===== config.mk =====
export PLATFORM = sky130hd
export DESIGN_NAME = asc_regs
export DESIGN_NICKNAME = d
export VERILOG_FILES = /design/src/hdl/asc_pkg.sv /design/src/hdl/asc_sync.sv /design/src/hdl/asc_fmt_decode.sv /design/src/hdl/asc_regs.sv
export SDC_FILE = /design/constraint.sdc
export NUM_CORES = 1
export LEC_CHECK = 0
export ABC_CLOCK_PERIOD_IN_PS = 1700
export BUFFER_PORTS_ARGS = -buffer_cell sky130_fd_sc_hd__buf_2
export CAP_MARGIN = 20
export CORE_MARGIN = 1.5
export CORE_UTILIZATION = 40
export DETAILED_ROUTE_END_ITERATION = 16
export PLACE_DENSITY_LB_ADDON = 0.08
export SETUP_SLACK_MARGIN = 0.2
export SLEW_MARGIN = 40
export SYNTH_ARGS = -nofsm -noshare
export SYNTH_HDL_FRONTEND = slang
export SYNTH_SLANG_ARGS = --single-unit

===== constraint.sdc =====
create_clock -name clk_sys -period 1.7 [get_ports clk_sys]
set_clock_uncertainty 0.05 [all_clocks]
set_input_delay 0.255 -clock clk_sys [delete_from_list [all_inputs] [get_ports clk_sys]]
set_output_delay 0.255 -clock clk_sys [all_outputs]
set_load 0.01 [all_outputs]

===== src/hdl/asc_pkg.sv =====
/*
 * Constants shared by the amplifier status and configuration register bank:
 * register offsets, field positions, reset values and format codes.
 * Assumes a 32-bit APB register bus with byte addresses four times the index.
 */
package asc_pkg;

    // ------------------------------------------------------------------------
    // Register indices and byte addresses
    // ------------------------------------------------------------------------
    localparam logic [7:0]  ASC_IDX_CLK_CTRL = 8'h00;
    localparam logic [7:0]  ASC_IDX_IDENT    = 8'h01;
    localparam logic [7:0]  ASC_IDX_ERR      = 8'h02;
    localparam logic [7:0]  ASC_IDX_SYS1     = 8'h03;
    localparam logic [7:0]  ASC_IDX_FMT      = 8'h04;
    localparam logic [11:0] ASC_ADR_CLK_CTRL = {2'h0, ASC_IDX_CLK_CTRL, 2'h0};
    localparam logic [11:0] ASC_ADR_IDENT    = {2'h0, ASC_IDX_IDENT, 2'h0};
    localparam logic [11:0] ASC_ADR_ERR      = {2'h0, ASC_IDX_ERR, 2'h0};
    localparam logic [11:0] ASC_ADR_SYS1     = {2'h0, ASC_IDX_SYS1, 2'h0};
    localparam logic [11:0] ASC_ADR_FMT      = {2'h0, ASC_IDX_FMT, 2'h0};

    // ------------------------------------------------------------------------
    // Field positions
    // ------------------------------------------------------------------------
    localparam int ASC_ERR_MCLK   = 7;
    localparam int ASC_ERR_PLL    = 6;
    localparam int ASC_ERR_SCLK   = 5;
    localparam int ASC_ERR_LRCLK  = 4;
    localparam int ASC_ERR_SLIP   = 3;
    localparam int ASC_SYS1_DCBLK = 7;
    localparam int ASC_SYS1_HARD  = 5;
    localparam int ASC_SYS1_NOAD  = 3;
    localparam int ASC_SYS1_NOSS  = 2;
    localparam int ASC_CLK_SCLK48 = 1;
    localparam int ASC_CLK_VALID  = 0;

    // ------------------------------------------------------------------------
    // Reset values and masks
    // ------------------------------------------------------------------------
    localparam logic [7:0] ASC_ERR_RST      = 8'h00;
    localparam logic [7:0] ASC_ERR_MASK     = 8'hf8;
    localparam logic [7:0] ASC_SYS1_RST     = 8'ha0;
    localparam logic [7:0] ASC_SYS1_MASK    = 8'haf;
    localparam logic [7:0] ASC_FMT_RST      = 8'h05;
    localparam logic [7:0] ASC_FMT_MASK     = 8'h1f;
    localparam logic [7:0] ASC_CLK_RST      = 8'h6c;
    localparam logic [6:0] ASC_IDENT_DEF    = 7'h11;  // Arbitrary value.
    localparam int         ASC_SYNC_STAGES  = 2;

    // ------------------------------------------------------------------------
    // Types
    // ------------------------------------------------------------------------
    typedef enum logic [1:0] {ASC_RJ, ASC_I2S, ASC_LJ, ASC_BAD} asc_fmt_t;
    typedef enum logic [1:0] {ASC_DE_NONE, ASC_DE_RSVD, ASC_DE_441, ASC_DE_48} asc_deemph_t;

endpackage


===== src/hdl/asc_sync.sv =====
/*
 * Two-flop synchroniser for one asynchronous level.
 * Assumes the input has no relation to clk_sys.
 */
`timescale 1ns/10ps
module asc_sync
    import asc_pkg::*;
(
    // Clock and reset
    input  wire logic clk_sys,
    input  wire logic nrst,
    // Level
    input  wire logic async_in,
    output logic      sync_out
);

    logic [ASC_SYNC_STAGES-1:0] stage_r;

    always_ff @(posedge clk_sys or negedge nrst) begin
        if (!nrst) begin
            stage_r <= '0;
        end else begin
            stage_r <= {stage_r[ASC_SYNC_STAGES-2:0], async_in};
        end
    end

    assign sync_out = stage_r[ASC_SYNC_STAGES-1];

endmodule


===== src/hdl/asc_fmt_decode.sv =====
/*
 * Decodes the serial input format code into format, word length and bit-clock ratio.
 * Assumes a registered code from the same clock domain; purely combinational.
 */
`timescale 1ns/10ps
module asc_fmt_decode
    import asc_pkg::*;
(
    // Code in
    input  wire logic [4:0] code,
    // Decoded format
    output asc_fmt_t        fmt,
    output logic [4:0]      word_len,
    output logic            bclk32,
    output logic            legal
);

    always_comb begin
        fmt      = ASC_BAD;
        word_len = 5'd0;
        bclk32   = 1'b0;
        legal    = 1'b1;
        unique case (code)
            5'h00: begin fmt = ASC_RJ;  word_len = 5'd16; end
            5'h01: begin fmt = ASC_RJ;  word_len = 5'd20; end
            5'h02: begin fmt = ASC_RJ;  word_len = 5'd24; end
            5'h0a: begin fmt = ASC_RJ;  word_len = 5'd18; end
            5'h03: begin fmt = ASC_I2S; word_len = 5'd16; end
            5'h04: begin fmt = ASC_I2S; word_len = 5'd20; end
            5'h05: begin fmt = ASC_I2S; word_len = 5'd24; end
            5'h06: begin fmt = ASC_LJ;  word_len = 5'd16; end
            5'h07: begin fmt = ASC_LJ;  word_len = 5'd20; end
            5'h08: begin fmt = ASC_LJ;  word_len = 5'd24; end
            5'h13: begin fmt = ASC_I2S; word_len = 5'd16; bclk32 = 1'b1; end
            5'h16: begin fmt = ASC_LJ;  word_len = 5'd16; bclk32 = 1'b1; end
            default: legal = 1'b0;
        endcase
    end

endmodule


===== src/hdl/asc_regs.sv =====
/*
 * Status and configuration register bank of the audio amplifier: identification,
 * sticky clock-error flags, system control one, serial input format and the
 * clock control register it steers. Registers sit behind an APB slave.
 * Assumes clock-monitor error inputs and detected-rate inputs arrive
 * asynchronously and are synchronised here; the audio_processor_core reads the
 * configuration outputs on clk_sys.
 */
// The APB register port was decided locally.
`timescale 1ns/10ps

// Notes on behaviour
// Read-only identification at 0x01, top bit reads zero.
// Error flags stick until a host write clears them; reset value zero.
// Host clears error register with zeros, then reads back for persistent errors.
// PLL autolock D6, bit clock D5, frame clock D4, frame slip D3.
// Master-clock error flag sits in D7.
// System control D7 enables dc-blocking high-pass; default enabled.
// System control D5 picks hard (1, default) or soft unmute after clock error.
// System control D3 clear enables clock autodetect (default).
// Autodetect reports rates in clock control; manual mode needs valid bit.
// System control D2 clear enables soft start (default).
// System control D1-D0 select de-emphasis none, reserved, 44.1 or 48 kHz.
// Format register resets to code 00101, 24-bit I2S.
// Right-justified and I2S format codes decode to their word lengths.
// Left-justified codes and the two 32-fs bit-clock codes decode.
// With non-48-fs bit clock, 32 or 64 fs follows the format code.
// Host leaves reserved codes and bits at zero.
module asc_regs
    import asc_pkg::*;
(
    // Clock and reset
    input  wire logic        clk_sys,
    input  wire logic        nrst,
    // APB slave
    input  wire logic        psel,
    input  wire logic        penable,
    input  wire logic        pwrite,
    input  wire logic [11:0] paddr,
    input  wire logic [31:0] pwdata,
    input  wire logic [3:0]  pstrb,
    output logic      [31:0] prdata,
    output logic             pready,
    output logic             pslverr,
    // Clock monitor events, asynchronous levels
    input  wire logic        mclk_err_in,
    input  wire logic        pll_err_in,
    input  wire logic        sclk_err_in,
    input  wire logic        lrclk_err_in,
    input  wire logic        slip_in,
    // Detected clock rates, asynchronous
    input  wire logic [2:0]  det_rate_in,
    input  wire logic [2:0]  det_mclk_in,
    // Configuration to the audio_processor_core
    output logic             dc_block_en,
    output logic             hard_unmute,
    output logic             autodetect_en,
    output logic             soft_start_en,
    output asc_deemph_t      deemph_sel,
    output asc_fmt_t         fmt_sel,
    output logic [4:0]       word_len,
    output logic             bclk32_sel,
    output logic             bclk48_sel,
    output logic             clk_valid
);

    // ------------------------------------------------------------------------
    // Synchronisers
    // ------------------------------------------------------------------------
    logic [4:0] ev_async;
    logic [4:0] ev_sync;
    logic [5:0] det_async;
    logic [5:0] det_sync;

    assign ev_async  = {mclk_err_in, pll_err_in, sclk_err_in, lrclk_err_in, slip_in};
    assign det_async = {det_rate_in, det_mclk_in};

    // Every bit gets its own synchroniser; the rate word as a whole is qualified further down.
    genvar gi;
    generate
        for (gi = 0; gi < 11; gi++) begin : g_sync
            if (gi < 5) begin : g_ev
                asc_sync u_sync (
                    .clk_sys  (clk_sys),
                    .nrst     (nrst),
                    .async_in (ev_async[gi]),
                    .sync_out (ev_sync[gi])
                );
            end else begin : g_det
                asc_sync u_sync (
                    .clk_sys  (clk_sys),
                    .nrst     (nrst),
                    .async_in (det_async[gi-5]),
                    .sync_out (det_sync[gi-5])
                );
            end
        end
    endgenerate

    // ------------------------------------------------------------------------
    // Bus decode
    // ------------------------------------------------------------------------
    logic       acc_w;
    logic       wr_w;
    logic       hit_clk;
    logic       hit_id;
    logic       hit_err;
    logic       hit_sys;
    logic       hit_fmt;
    logic       hit_any;
    logic [7:0] wbyte;

    // A write lands only at the edge that completes the transfer, never in a stretched access.
    assign acc_w   = psel & penable & pready;
    assign wr_w    = acc_w & pwrite & pstrb[0];
    assign hit_clk = (paddr == ASC_ADR_CLK_CTRL);
    assign hit_id  = (paddr == ASC_ADR_IDENT);
    assign hit_err = (paddr == ASC_ADR_ERR);
    assign hit_sys = (paddr == ASC_ADR_SYS1);
    assign hit_fmt = (paddr == ASC_ADR_FMT);
    assign hit_any = hit_clk | hit_id | hit_err | hit_sys | hit_fmt;
    assign wbyte   = pwdata[7:0];

    // ------------------------------------------------------------------------
    // Registers
    // ------------------------------------------------------------------------
    logic [7:0] err_r;
    logic [7:0] err_nxt;
    logic [7:0] err_set;
    logic [7:0] sys1_r;
    logic [7:0] fmt_r;
    logic [7:0] clk_r;
    logic [7:0] clk_nxt;
    logic [7:0] ident_w;
    logic [5:0] det_last_r;
    logic       det_ok;

    assign ident_w = {1'b0, ASC_IDENT_DEF};
    assign err_set = {ev_sync[4], ev_sync[3], ev_sync[2], ev_sync[1], ev_sync[0], 3'h0};
    // A set in the cycle of a clearing write wins, so no event is lost.
    assign err_nxt = ((wr_w & hit_err) ? (wbyte & err_r & ASC_ERR_MASK) : err_r) | err_set;

    // The rate word crosses bit by bit, so it is taken only after two equal samples;
    // a word caught mid-change never reaches the register.
    assign det_ok  = (det_sync == det_last_r);

    // In autodetect the rate fields follow the monitor; the host keeps D1 and D0.
    assign clk_nxt = sys1_r[ASC_SYS1_NOAD]
                   ? ((wr_w & hit_clk) ? wbyte : clk_r)
                   : {(det_ok ? det_sync : clk_r[7:2]), ((wr_w & hit_clk) ? wbyte[1:0] : clk_r[1:0])};

    always_ff @(posedge clk_sys or negedge nrst) begin
        if (!nrst) begin
            err_r  <= ASC_ERR_RST;
            sys1_r <= ASC_SYS1_RST;
            fmt_r  <= ASC_FMT_RST;
            clk_r  <= ASC_CLK_RST;
            det_last_r <= 6'h00;
        end else begin
            err_r  <= err_nxt;
            clk_r  <= clk_nxt;
            det_last_r <= det_sync;
            if (wr_w & hit_sys) begin
                sys1_r <= wbyte & ASC_SYS1_MASK;
            end
            if (wr_w & hit_fmt) begin
                fmt_r <= wbyte & ASC_FMT_MASK;
            end
        end
    end

    // ------------------------------------------------------------------------
    // Read data and answer
    // ------------------------------------------------------------------------
    logic [7:0] rsel;

    assign rsel = hit_clk ? clk_r :
                  hit_id  ? ident_w :
                  hit_err ? err_r :
                  hit_sys ? sys1_r :
                  hit_fmt ? fmt_r : 8'h00;

    // Answer in the first access cycle: pready is a flop set by the setup cycle.
    always_ff @(posedge clk_sys or negedge nrst) begin
        if (!nrst) begin
            pready  <= 1'b0;
            prdata  <= 32'h0000_0000;
            pslverr <= 1'b0;
        end else begin
            pready  <= psel & ~penable;
            prdata  <= (psel & ~penable & ~pwrite) ? {24'h00_0000, rsel} : 32'h0000_0000;
            pslverr <= psel & ~penable & (~hit_any | (pwrite & hit_id));
        end
    end

    // ------------------------------------------------------------------------
    // Configuration outputs
    // ------------------------------------------------------------------------
    asc_fmt_t   fmt_w;
    logic [4:0] len_w;
    logic       b32_w;

    asc_fmt_decode u_dec (
        .code     (fmt_r[4:0]),
        .fmt      (fmt_w),
        .word_len (len_w),
        .bclk32   (b32_w),
        .legal    ()
    );

    always_ff @(posedge clk_sys or negedge nrst) begin
        if (!nrst) begin
            dc_block_en   <= ASC_SYS1_RST[ASC_SYS1_DCBLK];
            hard_unmute   <= ASC_SYS1_RST[ASC_SYS1_HARD];
            autodetect_en <= ~ASC_SYS1_RST[ASC_SYS1_NOAD];
            soft_start_en <= ~ASC_SYS1_RST[ASC_SYS1_NOSS];
            deemph_sel    <= asc_deemph_t'(ASC_SYS1_RST[1:0]);
            fmt_sel       <= ASC_I2S;
            word_len      <= 5'd24;
            bclk32_sel    <= 1'b0;
            bclk48_sel    <= 1'b0;
            clk_valid     <= 1'b0;
        end else begin
            dc_block_en   <= sys1_r[ASC_SYS1_DCBLK];
            hard_unmute   <= sys1_r[ASC_SYS1_HARD];
            autodetect_en <= ~sys1_r[ASC_SYS1_NOAD];
            soft_start_en <= ~sys1_r[ASC_SYS1_NOSS];
            deemph_sel    <= asc_deemph_t'(sys1_r[1:0]);
            fmt_sel       <= fmt_w;
            word_len      <= len_w;
            bclk48_sel    <= clk_r[ASC_CLK_SCLK48];
            bclk32_sel    <= ~clk_r[ASC_CLK_SCLK48] & b32_w;
            clk_valid     <= ~sys1_r[ASC_SYS1_NOAD] | clk_r[ASC_CLK_VALID];
        end
    end
endmodule


After elaboration in Yosys (flattened, before gate mapping). Cells that the tools add are included.

Bitwise logic cells: 27. Equality and inequality tests: 17. Multiplexer cells: 14. Reductions and logical operators: 11.

Operators by type and width (count): $mux 8 (8); $eq 12x4->1 const B (2); $eq 5x3->1 const B (4); $pmux 5 s4 (1); $and 1x1->1 (13); $eq 12x3->1 const B (1); $eq 12x5->1 const B (1); $logic_not 12->1 (1); $reduce_or 4->1 (3); $eq 5x2->1 const B (2); $eq 5x4->1 const B (2); $eq 5x5->1 const B (2); $and 8x8->8 (1); $or 8x8->8 (1); $eq 6x6->1 (1); $mux 6 (1); $not 1->1 (6); $or 1x1->1 (6); $pmux 2 s3 (1); $reduce_or 3->1 (2); $eq 5x1->1 const B (1); $logic_not 5->1 (1); $mux 5 (1); $reduce_or 5->1 (1); other kinds (6) (6).

Word-level logic and storage cells: 99. Register bits: 81. Output and inout bits: 50.

Logic depth before layout (Yosys ltp). Gate-level depths: netlist (run 1).

Word-level depth: 8. Depth in mapped cells: 7. Depth with buffers taken out: 5.

By module. A second synthesis (run 1) with hierarchy kept.

Cells, all modules: 240. Area, all modules: 3195.6 um^2.

By module, submodules not included: asc_regs (area each 2434.8 um^2, instances 1, sequential area each 1420.1 um^2, cells an instance 191); asc_sync (area each 50.0 um^2, instances 11, sequential area each 50.0 um^2, cells an instance 2); asc_fmt_decode (area each 210.2 um^2, instances 1, sequential area each 0.0 um^2, cells an instance 27).

Worst setup path after synthesis (run 1). OpenSTA, ideal clock, no wires.

Path type: register to register. Start: reg det_last_r[0]. End: reg clk_r[7]. Arrival: 1.522 ns. Setup slack: -0.003 ns. Cell stages (with the launch flop): 6. Setup time: 0.131 ns. Clock period less this slack: 1.703 ns. Data required time: 1.519 ns. Buffers on the path: 0. Cells stage by stage: dfrtp_1 xor2_1 or4_4 nor2_8 mux2i_1 a221oi_2.

Word-level cells in the longest chain between the ends: 3.

Ends and longest elaborated chain: from (decl) (RTL line asc_regs.sv:135) `logic [5:0] det_last_r;`; from (signal assigned) (RTL line asc_regs.sv:162) `det_last_r <= det_sync;`; $eq 6x6->1 (RTL line asc_regs.sv:145) `assign det_ok = (det_sync == det_last_r);`; $reduce_bool 2->1 (no line); $reduce_and 2->1 (no line); to (signal assigned) (RTL line asc_regs.sv:161) `clk_r <= clk_nxt;`; to (decl) (RTL line asc_regs.sv:132) `logic [7:0] clk_r;`.

Every way passes these cells. A chain may end at the register's enable or synchronous reset.

Worst setup path in the final report (run 1).
Start: reg det_last_r[0]. End: reg clk_r[3].

The elaborated chain is that of the path after synthesis.

==> run_results.csv, run 1 <==
group,metric,value,unit
layout,antenna_cells,0,
synthesis,yosysTopAreaCellShare,0.486,
sta,setup-tns-final,-0.0936,ns
routing,route.met3.wl,356,µm
worst_setup_path,cpLargestDelayFamily,"simple AND/OR/NAND/NOR gates",
power_and_ir_drop,power,3.57,mW
synthesis,postSynth.topFlopCell,"dfrtp_1",
layout,utilization,0.538,
job,maximum_capacitance_violations,0,
sta,hold-worst-slack,0.113,ns
worst_setup_path,critPathCaptureType,"flop",
synthesis,synth_top_family_by_area,"simple AND/OR/NAND/NOR gates",
clock_network,path_clk_slew,0.07,ns
synthesis,post-synth-top-area-cell,"dfrtp_1",
clock_network,clock_path_buffers,2,
routing,first_iter_violations,65,
clock_network,worst_skew_pair.late_latency,0.34,ns
routing,drt-met1-wl,3010,µm
worst_setup_path,critPathLaunchType,"flop",
placement,port_buffers,61,
floorplan,start_util,0.414,
synthesis,synth_simple_gate_area_share,0.137,
clock_network,numCtsBuffers,9,
layout,final_net_count,431,
run_status,status,"finished, violations left",
floorplan,top_level_ports,114,
power_and_ir_drop,power_report.internal_total,2.78,mW
layout,area_growth_syn_to_layout,30.1,%
routing,route.vias.total,2201,
sta,slew_violations,0,
floorplan,placeable_area,0.00773,mm²
synthesis,ys_warn_count,0,
sta,grt_setup_unrepaired,"true",
routing,vias_per_cell,4.64,
sta,final.setup.worst_slack,-0.0321,ns
routing,drcViolationCount,0,
clock_network,cts-root-buf,"clkbuf_8",
power_and_ir_drop,cellLeakagePower,2.00,nW
power_and_ir_drop,p_sw,796,µW
grt,first_global_vias,2216,
sta,final_hold_viol_count,0,
routing,maxUsedRoutingLayer,"met4",
layout,post_route_cells_drive_above_1_share,0.419,
grt,overall_fraction_of_global_route_tracks_in_use,0.165,
routing,wl,6350,µm
synthesis,synth.distinct_cells,43,
routing,drt-wirelength-per-cell,13.4,µm
synthesis,synth-seq-cells,77,
worst_setup_path,crit_fanout,7,
power_and_ir_drop,p_sw_frac,0.223,
synthesis,async_reset_ff_frac,1.00,
synthesis,synth.area.top_cells,"dfrtp_1 (49%), dfstp_2 (12%), buf_4 (5.9%)",
placement,pre_cts_ws,-0.171,ns
routing,drtAntennaViolNets,0,
power_and_ir_drop,vdd_drop_max,0.000376,V
grt,gr-total-overflow,0,
synthesis,synth-seq-area-share,0.609,
worst_setup_path,path_cells,"xor2_1 > or4_4 > nor2_8 > mux2i_1 > a221oi_2",
worst_setup_path,crit_slowest_cell,"or4_4",
routing,first_pass_iters,4,
synthesis,yosys.area_share.xor_xnor,0.0219,
power_and_ir_drop,power.combinational.fraction,0.071,
worst_setup_path,critical_path.n_buffers_inverters,0,
placement,dp.final_hpwl,4450,µm
placement,routabilityCongestion,0.830,
clock_network,cts-htree-levels,3,
worst_setup_path,crit_path_max_incr_delay,0.56,ns
floorplan,std_cell_rows,32,
worst_setup_path,cp.required,1.91,ns
sta,period_share,1.02,
synthesis,synth.mux.area_fraction,0.0654,
floorplan,die-width,92.4,µm
power_and_ir_drop,portion_of_total_power_attributed_to_the_clock_network,0.401,
grt,grt_max_degree,34,
routing,wl_met2,2830,µm
grt,antenna_found_initial,0,
synthesis,synthAdderAreaFrac,0,
worst_setup_path,worst-setup-path-type,"reg2reg",
synthesis,synthesis.area_per_instance,12.0,µm²
sta,finalWorstPathRequiredPeriod,1.73,ns
power_and_ir_drop,share_seq_of_total_power,0.528,
synthesis,netlist_instances,267,
grt,wire_length_of_the_first_global_routing_pass,10700,µm
sta,setup_violations,3,
floorplan,chipHeight,92.4,µm
run_status,violations,"negative setup slack",
clock_network,cts_sinks,77,
synthesis,synth_cell_area,0.00320,mm²
power_and_ir_drop,power.density_cell_area,859,mW/mm²
synthesis,synth_compound_gate_area_share,0.0795,
floorplan,design.die.area,0.00853,mm²
min_path,hold_class,"in2reg",
worst_setup_path,cp.arrival,1.94,ns
synthesis,synth_edf_count,0,
sta,timing.fmax,0.577,GHz
clock_network,tritoncts_clock_tree,"yes",
worst min-delay path, cell delays in order:
cell     delay [ns]
buf_2          0.11
nand2_2        0.06
o21ai_2        0.05
per-stage QoR:
stage,instances,cell area [µm²]
after CTS,471,4110
after detailed placement,440,3670
after global placement,440,3670
final,474,4160
after floorplan,291,3290
after global routing,474,4160
final timing paths:
kind,to,cells after the start,from,slack (ns)
hold / removal,clk_r[1]$_DFFE_PN0P_,3,pwdata[1],0.11
setup reg to reg,clk_r[3]$_DFFE_PN1P_,5,det_last_r[0]$_DFF_PN0_,-0.03
hold reg to reg,g_sync[6].g_det.u_sync.stage_r[1]$_DFF_PN0_,0,g_sync[6].g_det.u_sync.stage_r[0]$_DFF_PN0_,0.30
min in group asynchronous,prdata[6]$_DFF_PN0_,2,nrst,0.34
max in group asynchronous,sys1_r[5]$_DFFE_PN1P_,3,nrst,0.65
setup / recovery,clk_r[3]$_DFFE_PN1P_,5,det_last_r[0]$_DFF_PN0_,-0.03
placed cells by master (no fill, tap or decap), drive strengths merged, types with 3 or more instances in the layout:
master	count
nor2	25
mux2i	7
clkbuf	13
dfstp	15
dlygate4sd3	12
nor3	13
dfrtp	62
nand3	4
or4	3
xnor2	5
buf	88
a22oi	3
o21ai	10
nand2b	8
o31a	3
inv	13
or3	3
a31oi	10
a21oi	6
conb	25
nand2	10
mux2	12
xor2	3
cell families (layout without fill, tap and decap cells):
logic type / count (synthesis) / count (layout)
AO/OA/AOI/OAI: 38 / 38
flip-flops: 77 / 77
other: 1 / 25
buffers and inverters: 48 / 129
XOR/XNOR: 8 / 8
multiplexers: 19 / 19
AND/OR/NAND/NOR: 76 / 76
per-layer routing:
metal  vias to the layer above  global-route usage
met2                        76               0.256
met5                         -                   0
li1                       1067                   -
met3                        13              0.0287
met1                      1045               0.222
met4                         0              0.0885
final cells by class:
type	instances	area (µm²)
flip-flops and latches	77	1950
clock inverters	3	43.8
fillers	692	3570
clock buffers	13	169
repair buffers	100	654
multi-input cells	166	1170
well taps	102	128
inverters	13	48.8
power groups by stage:
stage          clock [mW]  combinational, mW  sequential, mW
2_1_floorplan           0              0.131            1.92
3_3_place_gp            0              0.222            1.92
3_5_place_dp            0              0.223            1.92
4_1_cts              1.48              0.253            1.88
5_1_grt              1.56              0.286            1.89
6_report             1.43              0.254            1.88
flip-flops by register name, summed over array words and instances, names as in the netlist, 4 cells and up:
name	count
err_r	5
sys1_r	6
g_sync.g_ev.u_sync.stage_r	10
prdata	8
det_last_r	6
clk_r	8
g_sync.g_det.u_sync.stage_r	12
word_len	4
fmt_r	5
synthesized netlist by cell type (8+ instances only):
cell       n
nor3_1    12
buf_4     25
dfrtp_1   62
a31oi_1   10
mux2_2    11
nor2_1    23
nand2_1   10
dfstp_2   15
o21ai_0   10
inv_1     13
nand2b_1   8
clkbuf_1   9
timing repair:
item / CTS / global route
setup buffers: 3 / 3
endpoints found under the setup margin: 23 / 27
hold endpoints to repair: 37 / 0
resized for setup: 27 / 6
pin swaps: 4 / 4
hold buffers: 12 / 0
(Power assumes the default switching activity.)
==> run 2, diff against run 1 <==
==> constraint.sdc (replaced) <==
create_clock -name clk_sys -period 1.7 [get_ports clk_sys]
set_clock_uncertainty 0.05 [all_clocks]
set_input_delay 0.425 -clock clk_sys [delete_from_list [all_inputs] [get_ports clk_sys]]
set_output_delay 0.425 -clock clk_sys [all_outputs]
set_load 0.01 [all_outputs]
==> run 2 against run 1 <==
  * Critical path type unchanged
  * Global-route usage is 0.47 points lower
  * The run still ends with negative setup slack left
  * Hold slack better by 0.017 ns
  * Sequential power hardly changed
  * Non-clock buffer count is 9 lower
  * Final area is 0.72% lower
  * Routed wire length is 0.68% higher
==> run_results.csv, run 2 (synthesis results as in run 1) <==
group,metric,value,unit
run_status,status,"finished, violations left",
run_status,violations,"negative setup slack",
clock_network,path_clk_slew,0.08,ns
layout,largest_register_ff_count,12,
layout,commonest_cells_after_routing_fill_and_taps_aside,"dfrtp_1 (62), buf_2 (58), conb_1 (25)",
clock_network,cts-root-buf,"clkbuf_8",
clock_network,worst_skew_pair.late_latency,0.34,ns
floorplan,chipHeight,92.4,µm
sta,grt_setup_unrepaired,"true",
routing,vias_per_cell,4.62,
sta,final_hold_viol_count,0,
grt,gr-total-overflow,0,
routing,route.vias.total,2147,
power_and_ir_drop,vdd_drop_max,0.000519,V
grt,grt-busiest-layer,"met2",
worst_setup_path,crit_fanout,7,
grt,grt_max_degree,32,
clock_network,numCtsBuffers,9,
worst_setup_path,cp-endpoint,"clk_r[7]$_DFFE_PN0P_",
worst_setup_path,critPathCaptureType,"flop",
worst_setup_path,worst-setup-path-type,"reg2reg",
clock_network,cts_sinks,77,
layout,reg.largest.list,"g_sync.g_det.u_sync.stage_r x12, g_sync.g_ev.u_sync.stage_r x10",
routing,drt-wirelength-per-cell,13.8,µm
floorplan,die-width,92.4,µm
worst_setup_path,r2r-start,"det_last_r[0]$_DFF_PN0_",
layout,antenna_cells,0,
clock_network,cts-htree-levels,3,
worst_setup_path,worst-r2r-setup-slack,-0.08,ns
worst_setup_path,r2r.worst_path.cells,5,
sta,setup_violations,3,
layout,design_area,0.00413,mm²
clock_network,clock_path_buffers,2,
grt,antenna_found_initial,0,
worst_setup_path,timing.critical_path.from,"det_last_r[0]$_DFF_PN0_",
layout,area_growth_syn_to_layout,29.2,%
routing,drtAntennaViolNets,0,
worst_setup_path,critPathLaunchType,"flop",
floorplan,design.die.area,0.00853,mm²
routing,first_pass_iters,4,
layout,most_flop_heavy_register,"g_sync.g_det.u_sync.stage_r",
placement,dp.final_hpwl,4520,µm
floorplan,std_cell_rows,32,
worst_setup_path,cp.arrival,1.96,ns
grt,grt_use_met1,0.229,
sta,timing.fmax,0.560,GHz
layout,layout_commonest_cell,"dfrtp_1",
floorplan,top_level_ports,114,
routing,first_iter_violations,65,
power_and_ir_drop,power.density_cell_area,888,mW/mm²
sta,finalWorstPathRequiredPeriod,1.78,ns
min_path,hold_class,"in2reg",
power_and_ir_drop,power,3.67,mW
worst_setup_path,cp.required,1.88,ns
grt,wire_length_of_the_first_global_routing_pass,10500,µm
sta,final.setup.worst_slack,-0.0849,ns
grt,first_global_vias,2122,
layout,post_route_cells_drive_above_1_share,0.438,
grt,overall_fraction_of_global_route_tracks_in_use,0.161,
sta,period_share,1.05,
placement,post_dp_cell_area,0.00374,mm²
clock_network,tritoncts_clock_tree,"yes",
power_and_ir_drop,cellLeakagePower,1.99,nW
layout,utilization,0.534,
layout,fillers,709,
layout,final_net_count,422,
worst_setup_path,regToRegEndpoint,"clk_r[7]$_DFFE_PN0P_",
sta,slew_violations,0,
placement,routabilityCongestion,0.752,
floorplan,placeable_area,0.00773,mm²
routing,drcViolationCount,0,
grt,globalRouteMet2Util,0.237,
floorplan,start_util,0.414,
placement,port_buffers,61,
grt,groute.layer.met3.usage,0.0296,
routing,wl,6400,µm
job,maximum_capacitance_violations,0,
[run 2: layout make-up]
class	count	area [µm²]	share of cell area
multi-input combinational	166	1180	0.286
timing repair buffer	91	599	0.145
inverter	13	48.8	0.0118
clock inverter	5	83.8	0.0203
sequential	77	1950	0.471
tap	102	128	0.0309
clock buffer	11	141	0.0343
[run 2: timing repair]
| action | in CTS | in global routing |
|---|---|---|
| resized for setup | 17 | 16 |
| buffers inserted | 2 | 2 |
| gates cloned | 0 | 0 |
| pin swaps | 4 | 4 |
| hold buffers | 1 | 0 |
| hold endpoints to repair | 16 | 0 |
| endpoints found under the setup margin | 25 | 24 |
[run 2: worst max-delay path: stages, from the launching register on]
cell      delay [ns]
dfrtp_1         0.39
xor2_1          0.17
or4_4           0.57
nor2_8          0.17
mux2i_2         0.24
a221oi_2        0.07
[run 2: layer usage]
metal	wire [µm]	vias to the layer above
met1	3080	1044
met5	0	-
li1	-	1048
met4	107	0
met3	193	7
met2	3010	48
[run 2: worst min-delay path by stage]
stage | from | endpoint | slack (ns) | cells past startpoint
floorplan | nrst | bclk32_sel$_DFF_PN0_ | 0.08 | 0
global placement | g_sync[4].g_ev.u_sync.stage_r[0]$_DFF_PN0_ | g_sync[4].g_ev.u_sync.stage_r[1]$_DFF_PN0_ | 0.28 | 0
detailed placement | g_sync[3].g_ev.u_sync.stage_r[0]$_DFF_PN0_ | g_sync[3].g_ev.u_sync.stage_r[1]$_DFF_PN0_ | 0.28 | 0
CTS | det_rate_in[0] | g_sync[8].g_det.u_sync.stage_r[0]$_DFF_PN0_ | 0.12 | 1
global route | det_rate_in[0] | g_sync[8].g_det.u_sync.stage_r[0]$_DFF_PN0_ | 0.11 | 1
finish | slip_in | g_sync[0].g_ev.u_sync.stage_r[0]$_DFF_PN0_ | 0.13 | 1
[run 2: metrics by stage]
stage          setup WS [ns]  std cells  hold slack (ns)  TNS (ns)
2_1_floorplan         -0.137        291           0.0794    -0.399
3_3_place_gp          -0.319        444            0.282     -5.14
3_5_place_dp          -0.321        444            0.285     -5.04
4_1_cts              -0.0771        463            0.120    -0.158
5_1_grt               -0.188        465            0.108    -0.786
6_report             -0.0849        465            0.130    -0.140
[run 2: report_power, final]
part | switching [mW] | internal, mW | total, mW
clock | 0.669 | 0.870 | 1.54
sequential | 0.0149 | 1.87 | 1.88
combinational | 0.145 | 0.0984 | 0.244
